===== src/verilog/ssss_map.svh =====
/*
 * Register offsets, field positions, reset values and modes of the
 * serial port with slave-select synchronisation and sleep handling.
 * Assumes inclusion by bare name from the design files.
 */
`ifndef SSSS_MAP_SVH
`define SSSS_MAP_SVH

// APB byte offsets
`define SSSS_OFF_BUF      12'h000
`define SSSS_OFF_CON1     12'h004
`define SSSS_OFF_CON3     12'h008
`define SSSS_OFF_STAT     12'h00C
`define SSSS_OFF_SYS      12'h010

// Control register one fields
`define SSSS_CON1_COLL    7
`define SSSS_CON1_OV      6
`define SSSS_CON1_EN      5
`define SSSS_CON1_CKP     4

// Status register fields
`define SSSS_STAT_PHASE   7
`define SSSS_STAT_CKE     6
`define SSSS_STAT_FULL    0

// System register fields (sleep request, interrupt enable/flag)
`define SSSS_SYS_SLEEP    0
`define SSSS_SYS_IE       1
`define SSSS_SYS_IF       2

// Mode field patterns
`define SSSS_MODE_SLV_SS  4'h4
`define SSSS_MODE_SLV     4'h5

// Reset values and last bit count
`define SSSS_RST_BYTE     8'h00
`define SSSS_BIT_ZERO     3'h0
`define SSSS_BIT_LAST     3'h7

// Master clock divider: last count of a half period of five pclk cycles
`define SSSS_MST_HALF     4'h4

`endif


===== src/verilog/ssss_pkg.sv =====
/*
 * Types of the serial port block.
 * Assumes nothing beyond a SystemVerilog compiler.
 */
package ssss_pkg;
    // Port role chosen by the mode field
    typedef enum logic [1:0] {
        SSSS_ROLE_OFF,
        SSSS_ROLE_MASTER,
        SSSS_ROLE_SLAVE,
        SSSS_ROLE_SLAVE_SS
    } ssss_role_t;
endpackage : ssss_pkg


===== src/verilog/ssss_top.sv =====
/*
 * SPI port with slave-select synchronisation and sleep behaviour,
 * registers on APB. Assumes sclk_in, sdi, ss_n synchronous to pclk and
 * slower than pclk/4; sleep_req models the core's sleep state.
 */
// Behaviour
// - select mode only when mode field is 0100
// - select low enables transfer and drives output
// - select high releases data output at once
// - select high resets the serial module
// - module reset clears bit counter to zero
// - master freezes during sleep, resumes after
// - slave shifts in sleep, byte wakes core
// - MSB first, byte moves to buffer, flags
// - busy write ignored, sets collision flag
`timescale 1ns/10ps
`include "ssss_map.svh"

module ssss_top (
    input  wire logic        pclk,
    input  wire logic        presetn,
    input  wire logic        psel,
    input  wire logic        penable,
    input  wire logic        pwrite,
    input  wire logic [11:0] paddr,
    input  wire logic [31:0] pwdata,
    output logic      [31:0] prdata,
    output logic             pready,
    output logic             pslverr,
    input  wire logic        sclk_in,
    output logic             sclk_out,
    output logic             sclk_oe,
    input  wire logic        ss_n,
    input  wire logic        sdi,
    output logic             sdo,
    output logic             sdo_oe,
    output logic             wake
);
    // Control and status bits kept as flops; status keeps only its two
    // writable bits and the full flag, the rest read as zero
    // Register state
    logic [7:0]  serial_data_buffer;    // Received byte
    logic [7:0]  serial_control_one;    // Collision, overflow, enable, polarity, mode
    logic [7:0]  serial_control_three;  // Stored only
    logic [1:0]  stat_cfg;              // Sample phase and clock edge bits
    logic        buffer_full_flag;
    logic        port_interrupt_flag;
    logic        port_interrupt_enable;
    logic        sleep_req;
    // One byte engine shared by the master and both slave roles
    // Shift engine
    logic [7:0]  transfer_shift_register;
    logic [2:0]  bit_cnt;
    logic        busy;
    logic        sclk_q;                // Previous serial clock level
    logic [3:0]  div_cnt;               // Master half-period counter
    // Computed in one process below and registered in one process
    // Next values
    logic [7:0]  next_buf, next_con1, next_con3, next_sr;
    logic [1:0]  next_stat;
    logic        next_bf, next_if, next_ie, next_sleep, next_busy, next_sclk_q;
    logic [2:0]  next_cnt;
    logic [3:0]  next_div;
    logic [31:0] next_prdata;
    logic        next_sdo, next_sdo_oe, next_sclk_out, next_sclk_oe, next_wake, next_err;

    // The role decides which clock drives the engine
    // Decoded configuration
    ssss_pkg::ssss_role_t role;
    logic port_enable_bit;
    logic [3:0] port_mode_field;
    logic ckp, cke, lead_edge, trail_edge, sample_edge, shift_edge, mod_reset;
    logic cur_clk, wr_acc, rd_acc;
    logic addr_ok;                      // Offset hits one of the five registers

    always_comb begin
        port_enable_bit = serial_control_one[`SSSS_CON1_EN];
        port_mode_field = serial_control_one[3:0];
        ckp             = serial_control_one[`SSSS_CON1_CKP];
        cke             = stat_cfg[0];
        if (!port_enable_bit)
            role = ssss_pkg::SSSS_ROLE_OFF;
        else if (port_mode_field == `SSSS_MODE_SLV_SS)
            role = ssss_pkg::SSSS_ROLE_SLAVE_SS;
        else if (port_mode_field == `SSSS_MODE_SLV)
            role = ssss_pkg::SSSS_ROLE_SLAVE;
        else
            role = ssss_pkg::SSSS_ROLE_MASTER;
    end

    // Serial inputs are taken as synchronous; an edge is a level change
    // seen between two pclk samples, so the link must run slower
    // Clock source and edge detection; idle level set by polarity bit
    always_comb begin
        cur_clk = (role == ssss_pkg::SSSS_ROLE_MASTER) ? sclk_out : sclk_in;
        // Edge away from idle, then edge back to idle
        lead_edge  = (cur_clk != sclk_q) && (cur_clk != ckp);
        trail_edge = (cur_clk != sclk_q) && (cur_clk == ckp);
        // Clock-edge bit has no effect: output changes on the edge away from idle
        sample_edge = cke ? lead_edge : lead_edge;
        shift_edge  = trail_edge;
        // select high resets the module in select mode
        // disabling the port resets it as well
        mod_reset = !port_enable_bit || ((role == ssss_pkg::SSSS_ROLE_SLAVE_SS) && ss_n);
        // Writes land at the edge where pready is seen high, so a write
        // acts once although the access phase spans two cycles
        wr_acc = psel && penable && pready && pwrite;
        // Read data is captured in the first access cycle so that it
        // stands on prdata in the cycle in which pready is high
        rd_acc = psel && penable && !pready && !pwrite;
        addr_ok = (paddr == `SSSS_OFF_BUF) || (paddr == `SSSS_OFF_CON1) ||
                  (paddr == `SSSS_OFF_CON3) || (paddr == `SSSS_OFF_STAT) ||
                  (paddr == `SSSS_OFF_SYS);
    end

    // Register, shift and pin next-state logic
    always_comb begin
        next_buf    = serial_data_buffer;
        next_con1   = serial_control_one;
        next_con3   = serial_control_three;
        next_stat   = stat_cfg;
        next_bf     = buffer_full_flag;
        next_if     = port_interrupt_flag;
        next_ie     = port_interrupt_enable;
        next_sleep  = sleep_req;
        next_sr     = transfer_shift_register;
        next_cnt    = bit_cnt;
        next_busy   = busy;
        next_sclk_q = cur_clk;
        next_div    = div_cnt;
        next_sclk_out = sclk_out;
        next_prdata = 32'h0000_0000;
        // Error answer rides with pready for unmapped offsets
        next_err    = psel && penable && !pready && !addr_ok;

        // Hardware events are applied after the bus, so a flag that is
        // set and cleared in one cycle is left set
        // Bus writes first; hardware events below win over clears
        if (wr_acc) begin
            unique case (paddr)
                `SSSS_OFF_BUF: begin
                    // Collision stays set until control one is written again
                    // write during transfer is refused
                    if (busy || serial_control_one[`SSSS_CON1_COLL]) begin
                        next_con1[`SSSS_CON1_COLL] = 1'b1;
                    end else begin
                        next_sr   = pwdata[7:0];
                        next_busy = port_enable_bit;
                    end
                end
                `SSSS_OFF_CON1: next_con1 = pwdata[7:0];
                `SSSS_OFF_CON3: next_con3 = pwdata[7:0];
                `SSSS_OFF_STAT: next_stat = pwdata[7:6];
                `SSSS_OFF_SYS: begin
                    next_sleep = pwdata[`SSSS_SYS_SLEEP];
                    next_ie    = pwdata[`SSSS_SYS_IE];
                    // Writing zero clears the interrupt flag
                    if (!pwdata[`SSSS_SYS_IF])
                        next_if = 1'b0;
                end
                // Unmapped offsets change nothing
                default: ;
            endcase
        end
        // Reading the buffer clears the full flag in the first access cycle
        if (rd_acc) begin
            unique case (paddr)
                `SSSS_OFF_BUF: begin
                    next_prdata = {24'h00_0000, serial_data_buffer};
                    next_bf     = 1'b0;
                end
                `SSSS_OFF_CON1: next_prdata = {24'h00_0000, serial_control_one};
                `SSSS_OFF_CON3: next_prdata = {24'h00_0000, serial_control_three};
                `SSSS_OFF_STAT: next_prdata = {24'h00_0000, stat_cfg, 5'h00, buffer_full_flag};
                `SSSS_OFF_SYS:  next_prdata = {29'h0000_0000, port_interrupt_flag,
                                               port_interrupt_enable, sleep_req};
                default: next_prdata = 32'h0000_0000;
            endcase
        end

        // Half period is five pclk cycles: the counter runs 0 to 4
        // Outside a transfer the clock rests at its idle level
        // Limitation: one fixed rate, no programmable divider
        // Master clock generator
        // in sleep the master clock and counter stand still
        if (role == ssss_pkg::SSSS_ROLE_MASTER && busy && !sleep_req) begin
            if (div_cnt == `SSSS_MST_HALF) begin
                next_div      = 4'h0;
                next_sclk_out = !sclk_out;
            end else begin
                next_div = div_cnt + 4'h1;
            end
        end else if (role != ssss_pkg::SSSS_ROLE_MASTER || !busy) begin
            next_div      = 4'h0;
            next_sclk_out = ckp;
        end

        // Module reset keeps the shift register contents, so a byte
        // loaded for sending survives a high select and goes out
        // when the master next frames a transfer
        if (mod_reset) begin
            next_cnt  = `SSSS_BIT_ZERO;
            next_busy = 1'b0;
            if (!port_enable_bit)
                next_sclk_out = ckp;
        end else if (role != ssss_pkg::SSSS_ROLE_MASTER || !sleep_req) begin
            if (role != ssss_pkg::SSSS_ROLE_MASTER && sample_edge)
                next_busy = 1'b1;
            if (sample_edge) begin
                // MSB first into the shift register
                next_sr = {transfer_shift_register[6:0], sdi};
                if (bit_cnt == `SSSS_BIT_LAST) begin
                    next_cnt  = `SSSS_BIT_ZERO;
                    next_busy = 1'b0;
                    // completed byte to buffer, flags set
                    next_buf  = {transfer_shift_register[6:0], sdi};
                    if (buffer_full_flag)
                        next_con1[`SSSS_CON1_OV] = 1'b1;
                    next_bf   = 1'b1;
                    next_if   = 1'b1;
                end else begin
                    next_cnt = bit_cnt + 3'h1;
                end
            end
        end

        // Trade-off: the output bit follows the shift register at once,
        // which costs no extra flop but ties output timing to sampling
        // select low drives the data output
        // select high releases it at once
        next_sdo     = next_sr[7];
        next_sclk_oe = (role == ssss_pkg::SSSS_ROLE_MASTER);
        unique case (role)
            ssss_pkg::SSSS_ROLE_SLAVE_SS: next_sdo_oe = !ss_n;
            ssss_pkg::SSSS_ROLE_OFF:      next_sdo_oe = 1'b0;
            default:                      next_sdo_oe = 1'b1;
        endcase
        // Wake lasts one cycle: it clears the sleep request it answers
        // enabled byte interrupt wakes a sleeping core
        next_wake = next_if && next_ie && sleep_req;
        if (next_wake)
            next_sleep = 1'b0;
        if (shift_edge) begin
            next_sdo = next_sr[7];
        end
    end

    // All outputs leave from these flip-flops, never from logic,
    // so the pins carry no glitch from the decode above
    // Registers
    always_ff @(posedge pclk or negedge presetn) begin
        if (!presetn) begin
            serial_data_buffer      <= `SSSS_RST_BYTE;
            serial_control_one      <= `SSSS_RST_BYTE;
            serial_control_three    <= `SSSS_RST_BYTE;
            stat_cfg                <= 2'b00;
            buffer_full_flag        <= 1'b0;
            port_interrupt_flag     <= 1'b0;
            port_interrupt_enable   <= 1'b0;
            sleep_req               <= 1'b0;
            transfer_shift_register <= `SSSS_RST_BYTE;
            bit_cnt                 <= `SSSS_BIT_ZERO;
            busy                    <= 1'b0;
            sclk_q                  <= 1'b0;
            div_cnt                 <= 4'h0;
            sclk_out                <= 1'b0;
            sclk_oe                 <= 1'b0;
            sdo                     <= 1'b0;
            sdo_oe                  <= 1'b0;
            wake                    <= 1'b0;
            prdata                  <= 32'h0000_0000;
            pslverr                 <= 1'b0;
            pready                  <= 1'b0;
        end else begin
            serial_data_buffer      <= next_buf;
            serial_control_one      <= next_con1;
            serial_control_three    <= next_con3;
            stat_cfg                <= next_stat;
            buffer_full_flag        <= next_bf;
            port_interrupt_flag     <= next_if;
            port_interrupt_enable   <= next_ie;
            sleep_req               <= next_sleep;
            transfer_shift_register <= next_sr;
            bit_cnt                 <= next_cnt;
            busy                    <= next_busy;
            sclk_q                  <= next_sclk_q;
            div_cnt                 <= next_div;
            sclk_out                <= next_sclk_out;
            sclk_oe                 <= next_sclk_oe;
            sdo                     <= next_sdo;
            sdo_oe                  <= next_sdo_oe;
            wake                    <= next_wake;
            prdata                  <= next_prdata;
            pslverr                 <= next_err;
            // A second access cycle never sees pready low, so the slave
            // answers exactly once per transfer
            // Access phase answered once: pready high in the cycle after penable
            pready                  <= psel && penable && !pready;
        end
    end
endmodule : ssss_top


===== config.mk =====
export PLATFORM = sky130hd
export DESIGN_NAME = ssss_top
export DESIGN_NICKNAME = d
export VERILOG_FILES = /design/src/verilog/ssss_pkg.sv /design/src/verilog/ssss_top.sv
export VERILOG_INCLUDE_DIRS = /design/src /design/src/verilog
export SDC_FILE = /design/constraint.sdc
export NUM_CORES = 1
export LEC_CHECK = 0
export ABC_AREA = 1
export BUFFER_PORTS_ARGS = -buffer_cell sky130_fd_sc_hd__buf_2
export CORE_MARGIN = 1
export CORE_UTILIZATION = 55
export CTS_CLUSTER_SIZE = 12
export DETAILED_ROUTE_END_ITERATION = 16
export PLACE_DENSITY = 0.83
export SKIP_LAST_GASP = 1
export SLEW_MARGIN = 10
export SYNTH_ARGS = -nofsm -noshare
export SYNTH_HDL_FRONTEND = slang
export SYNTH_SLANG_ARGS = --single-unit

===== constraint.sdc =====
create_clock -name pclk -period 2.7 [get_ports pclk]
set_clock_uncertainty 0.1 [all_clocks]
set_input_delay 0.135 -clock pclk [delete_from_list [all_inputs] [get_ports pclk]]
set_output_delay 0.135 -clock pclk [all_outputs]
set_load 0.005 [all_outputs]

==> results of run 1 <==
[metal layers]
layer  up-vias  share of wire, %  global-route usage [%]
met5         -                 0                       0
met4         0               3.4                    15.4
met3        19               5.0                    3.89
met2        93                46                    37.4
met1      1204                45                    29.5
li1       1309                 -                       -
[critical path: stages, from the launching register on]
cell	delay (ps)
dfrtp_1	390
inv_1	80
nand3_2	120
nand2_4	140
inv_2	60
nand2_4	90
nand2_1	70
inv_2	80
nand3_4	240
nand2_2	180
nand2_1	60
nor2_1	80
[sequential cells by signal, indices dropped and copies added (netlist names), 2 cells and up]
| signal | count |
|---|---|
| bit_cnt | 3 |
| div_cnt | 4 |
| prdata | 8 |
| serial_control_one | 8 |
| serial_control_three | 8 |
| serial_data_buffer | 8 |
| stat_cfg | 2 |
| transfer_shift_register | 7 |
[worst max-delay path by stage]
| stage | from | end | slack, ps |
|---|---|---|---|
| CTS | serial_control_one[1]$_DFFE_PN0P_ | wake$_DFF_PN0_ | 940 |
| finish | serial_control_one[1]$_DFFE_PN0P_ | wake$_DFF_PN0_ | 940 |
| global route | serial_control_one[1]$_DFFE_PN0P_ | wake$_DFF_PN0_ | 840 |
| global placement | serial_control_one[1]$_DFFE_PN0P_ | wake$_DFF_PN0_ | 990 |
| floorplan | serial_control_one[1]$_DFFE_PN0P_ | serial_data_buffer[6]$_DFFE_PN0P_ | 1190 |
| detailed placement | serial_control_one[1]$_DFFE_PN0P_ | wake$_DFF_PN0_ | 970 |
[logic make-up after synthesis]
group / after synthesis
DFF: 61
adders and majority gates: 4
and+or+nand+nor: 195
buffers and inverters: 76
xor gates and xnor gates: 1
AOI/OAI and AO/OA: 52
other: 1
[cell usage in the layout, fill, tap and decap left out, types with 4 or more instances in the layout]
cell type,instances
nand2_1,105
dfrtp_1,61
inv_1,43
buf_2,42
nor2_1,25
nand3_1,25
o21ai_2,24
conb_1,24
o21ai_0,12
clkbuf_8,11
nand4_1,8
o21ai_1,8
nand2_2,7
nor2_4,6
inv_2,5
dlygate4sd3_1,5
nand2_4,4
ha_1,4
[final cells by class]
type	instances	area share, %
inverter	48	4.85
timing repair buffer	49	7.41
clock buffer	12	4.18
multi-input combinational	276	39.8
clock inverter	2	0.269
tap	72	2.42
sequential	61	41.1
[stage by stage]
step                      area, um2  std cells  power, mW
after CTS                      3720        520       1.73
after floorplan                3410        413      0.999
after global placement         3500        501       1.02
final                          3720        520       1.72
after global routing           3720        520       1.78
after detailed placement       3500        501       1.03
[power by group]
| group | switching (mW) | internal, mW | leakage [nW] |
|---|---|---|---|
| Sequential | 0.00138 | 0.917 | 0.802 |
| Combinational | 0.0659 | 0.0298 | 1.06 |
| Clock | 0.333 | 0.370 | 0.0881 |
| Total | 0.401 | 1.32 | 1.95 |
==> results.md, run 1 <==
Final layout:
- In the final layout, the share of cells above drive strength 1 is about a quarter.
- Compared with the post-synthesis result, the final layout area differs by 11.8%.
- Registers take around 0.0015 mm2.
- The total area of multi-input combinational cells is between 0.001 and 0.0015 mm2.
- Cells fill about 65% of the core in the end.
- The layout has around 480 filler cells.
- At the end of the flow, the number of nets in the layout was 501.
- The antenna diode instance count is 0.

Timing:
- The routed design could run at a clock period as short as ~1800 ps.
- The share of the cycle needed by the critical path after routing is about two thirds.
- Hold is met by between 9 and 10 ps.
- The sum of negative setup slack is 0 ps.
- The max-slew violation count is 0.
- The total of endpoints with negative setup slack in the final report is 0.
- Setup repair after global routing left no endpoint under its margin.
- The setup slack of the critical path after layout is around 940 ps.
- The number of hold violations in the final report was 0.
- In this run the tightest slew margin relative to its limit is between 30% and 40%.
- The transition time at the pin with the least slew margin is ~1000 ps.
- For this run, the top clock speed supported by timing is ~570 MHz.

Job:
- The number of max-capacitance violations reported is 0.

GRT:
- The first-pass GRT wire length is 11.1 mm.
- Entering global routing, the biggest net connects 47 pins.
- The number of global-route vias before repair is ~2,500.
- The initial antenna violation count is 0.
- Global routing used a little under a quarter of the available tracks.
- The overall overflow remaining after global route is 0.

Synthesis:
- The synthesized instance count is 390.
- The largest family of logic cells by synthesized area is simple AND/OR/NAND/NOR gates.
- In the synthesized netlist, the cells that appear most often are 105 x nand2_1, 61 x dfrtp_1, 43 x inv_1.
- The share of async-settable or async-resettable flops after synthesis is 100%.
- Summing the areas of all compound-gate instances in the mapped netlist gives between 10% and 20% of the synthesized area.
- Sorting the synthesized cells by area gives the leading types as dfrtp_1 46%, nand2_1 12%, o21ai_2 6.3%.
- Summing the areas of all and, or, nand and nor instances in the mapped netlist gives between 20 and 30% of the synthesized area.
- The share of the Yosys chip area taken by registers is about 46%.
- After Yosys synthesis, XOR and XNOR cells account for 0.263% of the synthesized area.
- The adder and majority cell fraction of the synthesized area is roughly 1.5%.
- After synthesis the cells add up to 0.00332 mm2.
- The number of warnings reported in the yosys synthesis log is 0.
- A synthesized cell averages about 8.5 um2.
- The portion of netlist area occupied by mux cells is 0%.
- The synthesized netlist contains 30 unique library cells.
- The cell type with the highest aggregate area in the netlist is dfrtp_1.
- Among all cell types in the netlist, the one instantiated most often is nand2_1.
- The prevailing post-synth register cell is dfrtp_1.
- The count of flip-flops with a built-in enable after synthesis is 0.
- The portion of synthesized cell area occupied by the leading cell type is between 40 and 50%.
- After synthesis the netlist holds a flip-flop and latch count of a little over 60.

Die:
- The height of the die is between 70 and 80 um.
- The total core area is 0.00568 mm2.
- Once the floorplan was initialized, standard cells occupied about 60% of the core.
- In this run the horizontal extent of the chip is about 80 um.
- The number of top-level design ports is 91.
- The floorplan has 27 rows.
- The die covers between 0.006 and 0.007 mm2.

Clocking:
- The number of hold-repair buffers added at the cts stage is 5.
- The clock network latency to the later pin of the worst-skew pair is 340 ps.
- The library cell used as clock root buffer is clkbuf_8.
- The count of buffers added by post-CTS timing repair for setup is 0.
- CTS saw just over 60 sinks.
- Once the clock tree was built, the resizer swapped 0 gates to a different size.
- The CTS tree is built.
- After clock tree synthesis, the clock-pin slew on the worst setup and hold paths is 60 ps.
- The H-tree depth is 3.
- In this run the deepest clock path goes through 2 buffers.
- The total clock buffers created by CTS is 9.

Detailed routing:
- In this run, the number of DRC markers left after iteration 0 of detailed routing was 200.
- Summing over every cut layer, the via total after detailed routing is roughly 2,600.
- After detailed routing, the number of vias per cell comes to around 5.
- For this run, the detailed router's first-pass iteration total came to 4.
- In the final routed layout, each cell accounts on average for roughly 13 um.
- The final wirelength is approximately 6.6 mm.
- After detailed routing, the number of remaining DRC violations is 0.
- The detail route stage leaves a number of antenna-violating nets equal to 0.

Power:
- In this run the static leakage power is ~2 nW.
- IR analysis of the VDD net gives a maximum drop of between 0.0002 and 0.00025 V.
- The power density normalized to cell area is roughly 460 mW/mm2.

Worst setup path:
- Data arrives at the worst endpoint at slightly below 2000 ps.
- The critical path launch point type is a flip-flop.
- STA puts the critical path data required time at between 2000 and 3000 ps.
- The element type at the critical path end is a flip-flop.
- The logic depth of the worst register-to-register path is 11.
- In this run the critical register-to-register path is captured at wake$_DFF_PN0_.
- The largest driver fanout on the critical path is 18.
- The slack of the worst reg-to-reg path is about 940 ps.
- The setup path with the least slack is of type reg -> reg.
- The startpoint of the most critical register-to-register path is serial_control_one[1]$_DFFE_PN0P_.

Placed design:
- The post-place setup slack is a little under 1000 ps.
- The wire-length estimate of the detail-placed layout is between 4 and 5 mm.
- The routability congestion estimate is roughly 0.85.
- The total of buffers placed on input and output ports is 42.

Hold path:
- The path class of the tightest hold or removal check is in -> reg.
- The launch point of the worst hold path is pwdata[7].
- The cell depth of the worst min-delay path is 3.
- The path with the worst hold slack has its endpoint at serial_control_three[7]$_DFFE_PN0P_.

Status:
- The run finished with clean final reports.
Power figures use the tool's default switching activity.
==> inputs of run 2 (changes only) <==
--- a/config.mk
+++ b/config.mk
@@ -9,10 +9,10 @@
 export ABC_AREA = 1
 export BUFFER_PORTS_ARGS = -buffer_cell sky130_fd_sc_hd__buf_2
 export CORE_MARGIN = 1
-export CORE_UTILIZATION = 55
+export CORE_UTILIZATION = 53
 export CTS_CLUSTER_SIZE = 12
 export DETAILED_ROUTE_END_ITERATION = 16
-export PLACE_DENSITY = 0.83
+export PLACE_DENSITY = 0.81
 export SKIP_LAST_GASP = 1
 export SLEW_MARGIN = 10
 export SYNTH_ARGS = -nofsm -noshare
==> constraint.sdc (replaced) <==
create_clock -name pclk -period 1.71 [get_ports pclk]
set_clock_uncertainty 0.1 [all_clocks]
set_input_delay 0.0855 -clock pclk [delete_from_list [all_inputs] [get_ports pclk]]
set_output_delay 0.0855 -clock pclk [all_outputs]
set_load 0.005 [all_outputs]
==> run 2 against run 1 <==
Net effect: clock power rose by 110%; sequential power grew 58%; largest power group is now the clock network; total power rose by 80%; global-route usage rose by 1.7 points.
==> results.md, run 2 (synthesized netlist as in run 1, its figures left out) <==
Status:
- The run finished with clean final reports.

Die:
- The number of placement rows is 28.
- The floorplan step defined a core boundary enclosing around 0.0060 mm2.
- The die footprint is roughly 0.0066 mm2.
- around 90 I/O pins were placed.
- The height of the die is 81.2 um.
- The starting density of the core is between 50% and 60%.
- The chip width is 81.2 um.

GRT:
- The fraction of met1 tracks used by global routing is a little under a third.
- The first-pass GRT wire length is roughly 12 mm.
- In the global route stage, met2 resource usage came out at 41.0%.
- Entering global routing, the biggest net connects 62 pins.
- The met3 track demand over resource is 7.19%.
- The total routing usage reported by global routing is 25.2%.
- The initial antenna violation count is 0.
- Summed over all layers, the global routing overflow is 0.
- The number of global-route vias before repair was around 2,700.
- The highest-utilization routing layer at the global route stage is met2.

Timing:
- The sum of negative setup slack is 0 ps.
- The max-slew violation count is 0.
- After layout, the minimum clock period comes to around 1600 ps.
- The maximum clock frequency is slightly above 600 MHz.
- After layout, the worst path uses between 90 and 100% of the clock period.
- Setup repair after global routing left no endpoint under its margin.
- Setup violations remaining at the end of the flow were counted as 0.
- The number of hold violations in the final report is 0.

Detailed routing:
- The number of DRC violations after detailed-routing iteration 0 is between 200 and 300.
- After detailed routing, the number of vias per cell comes to 5.21.
- Once detail routing completed, the nets flagged for antenna violations numbered 0.
- For this block, the routed nets add up to a little under 8 mm of wire.
- In the routed design, unresolved DRC markers number 0.
- The detailed-routing iteration count for the pre-antenna-repair pass is 5.
- Detailed routing inserted a total of around 2,900 vias.
- After detailed routing, the average wire length per cell comes to 14.1 um.

Clocking:
- The H-tree was split into 3 levels.
- The library cell used as clock root buffer is clkbuf_8.
- The clock passes through at most 2 buffers.
- At the later pin of the worst-skew pair, clock insertion delay measures 350 ps.
- The total number of clock tree sinks is slightly above 60.
- The CTS tree is built.
- Clock-pin slew was measured on the worst setup and hold paths at about 70 ps.
- The number of clock buffers added by TritonCTS is 9.

Placed design:
- The total of buffers placed on input and output ports is 42.
- At the end of routability-driven placement, the weighted congestion stood at 0.863.
- The instance area after placement is between 0.003 and 0.004 mm2.
- The cell total after placement is 511.
- Summed over all nets, the half-perimeter wirelength after detailed placement is around 5.1 mm.

Final layout:
- The most frequent standard cell in the layout excluding fill and tap cells is nand2_1.
- The finished cells cover about 0.0040 mm2.
- The top cell types in the final layout, fill and taps aside, are 105 x nand2_1, 61 x dfrtp_1, 43 x inv_1.
- 0 antenna diodes ended up in the layout.
- Once layout is complete, the cells apart from fillers number between 500 and 600.
- The final layout contains roughly 530 nets.
- The share of final-layout standard cells stronger than drive strength 1 is roughly 28%.
- The synthesis-to-finish area growth is 21.4%.

Job:
- The number of max-capacitance violations reported is 0.

Power:
- The net switching fraction of the power is between 20% and 30%.
- Sequential cells burn approximately 47% of the power.
- Per report_power, the combinational group accounts for 5.7% of the total.
- The worst vdd rail ir drop is approximately 0.00054 V.
- The net switching power figure is 0.688 mW.
- The cell internal power dissipation is 2.41 mW.
- The power density normalized to cell area is ~770 mW/mm2.
- The power share of the clock group is approximately 47%.
- The static leakage is about 2.1 nW.

Hold path:
- The launch point of the worst hold path is pwdata[1].
- In this run the worst hold path is classified as in -> reg.

Worst setup path:
- The startpoint of the most critical register-to-register path is serial_control_one[1]$_DFFE_PN0P_.
- The element type at the critical path end is a flip-flop.
- The critical path starts at serial_control_one[1]$_DFFE_PN0P_.
- The category of the most critical setup path is reg -> reg.
- Data on the critical path is required at its endpoint by 1840 ps.
- The worst setup path is launched from a flip-flop.
- Data arrives at the worst endpoint at roughly 1800 ps.
- In this run the worst path has a maximum fanout of 7.
run 2: cell count changes in the layout (fill, tap and decap cells not counted), moves of 2 or more:
cell	before	now
bufinv_16	0	2
dlygate4sd3_1	5	14
nand3_2	3	7
nand3_1	25	22
buf_4	2	15
run 2: path summary, 6_finish.rpt:
path / slack (ps) / cells past startpoint / endpoint
max in group asynchronous: 1070 / 3 / prdata[0]$_DFF_PN0_
max reg2reg: 70 / 8 / serial_control_one[6]$_DFF_PN0_
max: 70 / 8 / serial_control_one[6]$_DFF_PN0_
min in group asynchronous: 160 / 3 / sdo$_DFF_PN0_
min: 10 / 3 / serial_control_three[1]$_DFFE_PN0P_
min reg2reg: 380 / 2 / serial_data_buffer[5]$_DFFE_PN0P_
run 2: per-stage QoR:
step           hold slack, ps  utilization [%]  power [mW]  worst slack, ps
2_1_floorplan            -310                -        1.58              199
3_3_place_gp             16.7             59.6        1.62             73.0
3_5_place_dp             16.7             59.6        1.62             9.67
4_1_cts                 0.338             66.3        3.10             52.2
5_1_grt                  12.0             67.4        3.20             2.81
6_report                 10.2             67.4        3.10             66.3
run 2: area by class of cell:
type                    count  area (um2)
fillers                   474        1960
well taps                  75        93.8
flip-flops and latches     61        1530
clock inverters             4        70.1
repair buffers             72         483
inverters                  48         180
clock buffers              12         155
multi-input cells         278        1530
run 2: metal layers:
layer / up-vias / share of wire, %
met4: 0 / 2.7
li1: 1363 / -
met1: 1359 / 41
met5: - / 0
met2: 123 / 50
met3: 22 / 6.5
run 2: critical path, cell delays in order, from the launching register on:
cell and delay (ps):
dfrtp_1 400, inv_1 130, nand3_4 120, nand2_4 90, buf_4 150, o21ai_4 110, buf_4 180, nand4_1 140
o211ai_1 110
run 2: repair_timing:
item,CTS,global route
pin swaps,1,3
setup buffers,5,2
setup endpoints to repair,1,21
gates resized for setup,0,5
cloned,0,2
hold endpoints to repair,84,0
hold buffers,14,0
run 2: power groups by stage:
| stage | sequential (mW) | combinational [mW] | clock, mW |
|---|---|---|---|
| 2_1_floorplan | 1.48 | 0.100 | 0 |
| 3_3_place_gp | 1.48 | 0.143 | 0 |
| 3_5_place_dp | 1.48 | 0.146 | 0 |
| 4_1_cts | 1.45 | 0.171 | 1.48 |
| 5_1_grt | 1.45 | 0.201 | 1.55 |
| 6_report | 1.45 | 0.177 | 1.47 |
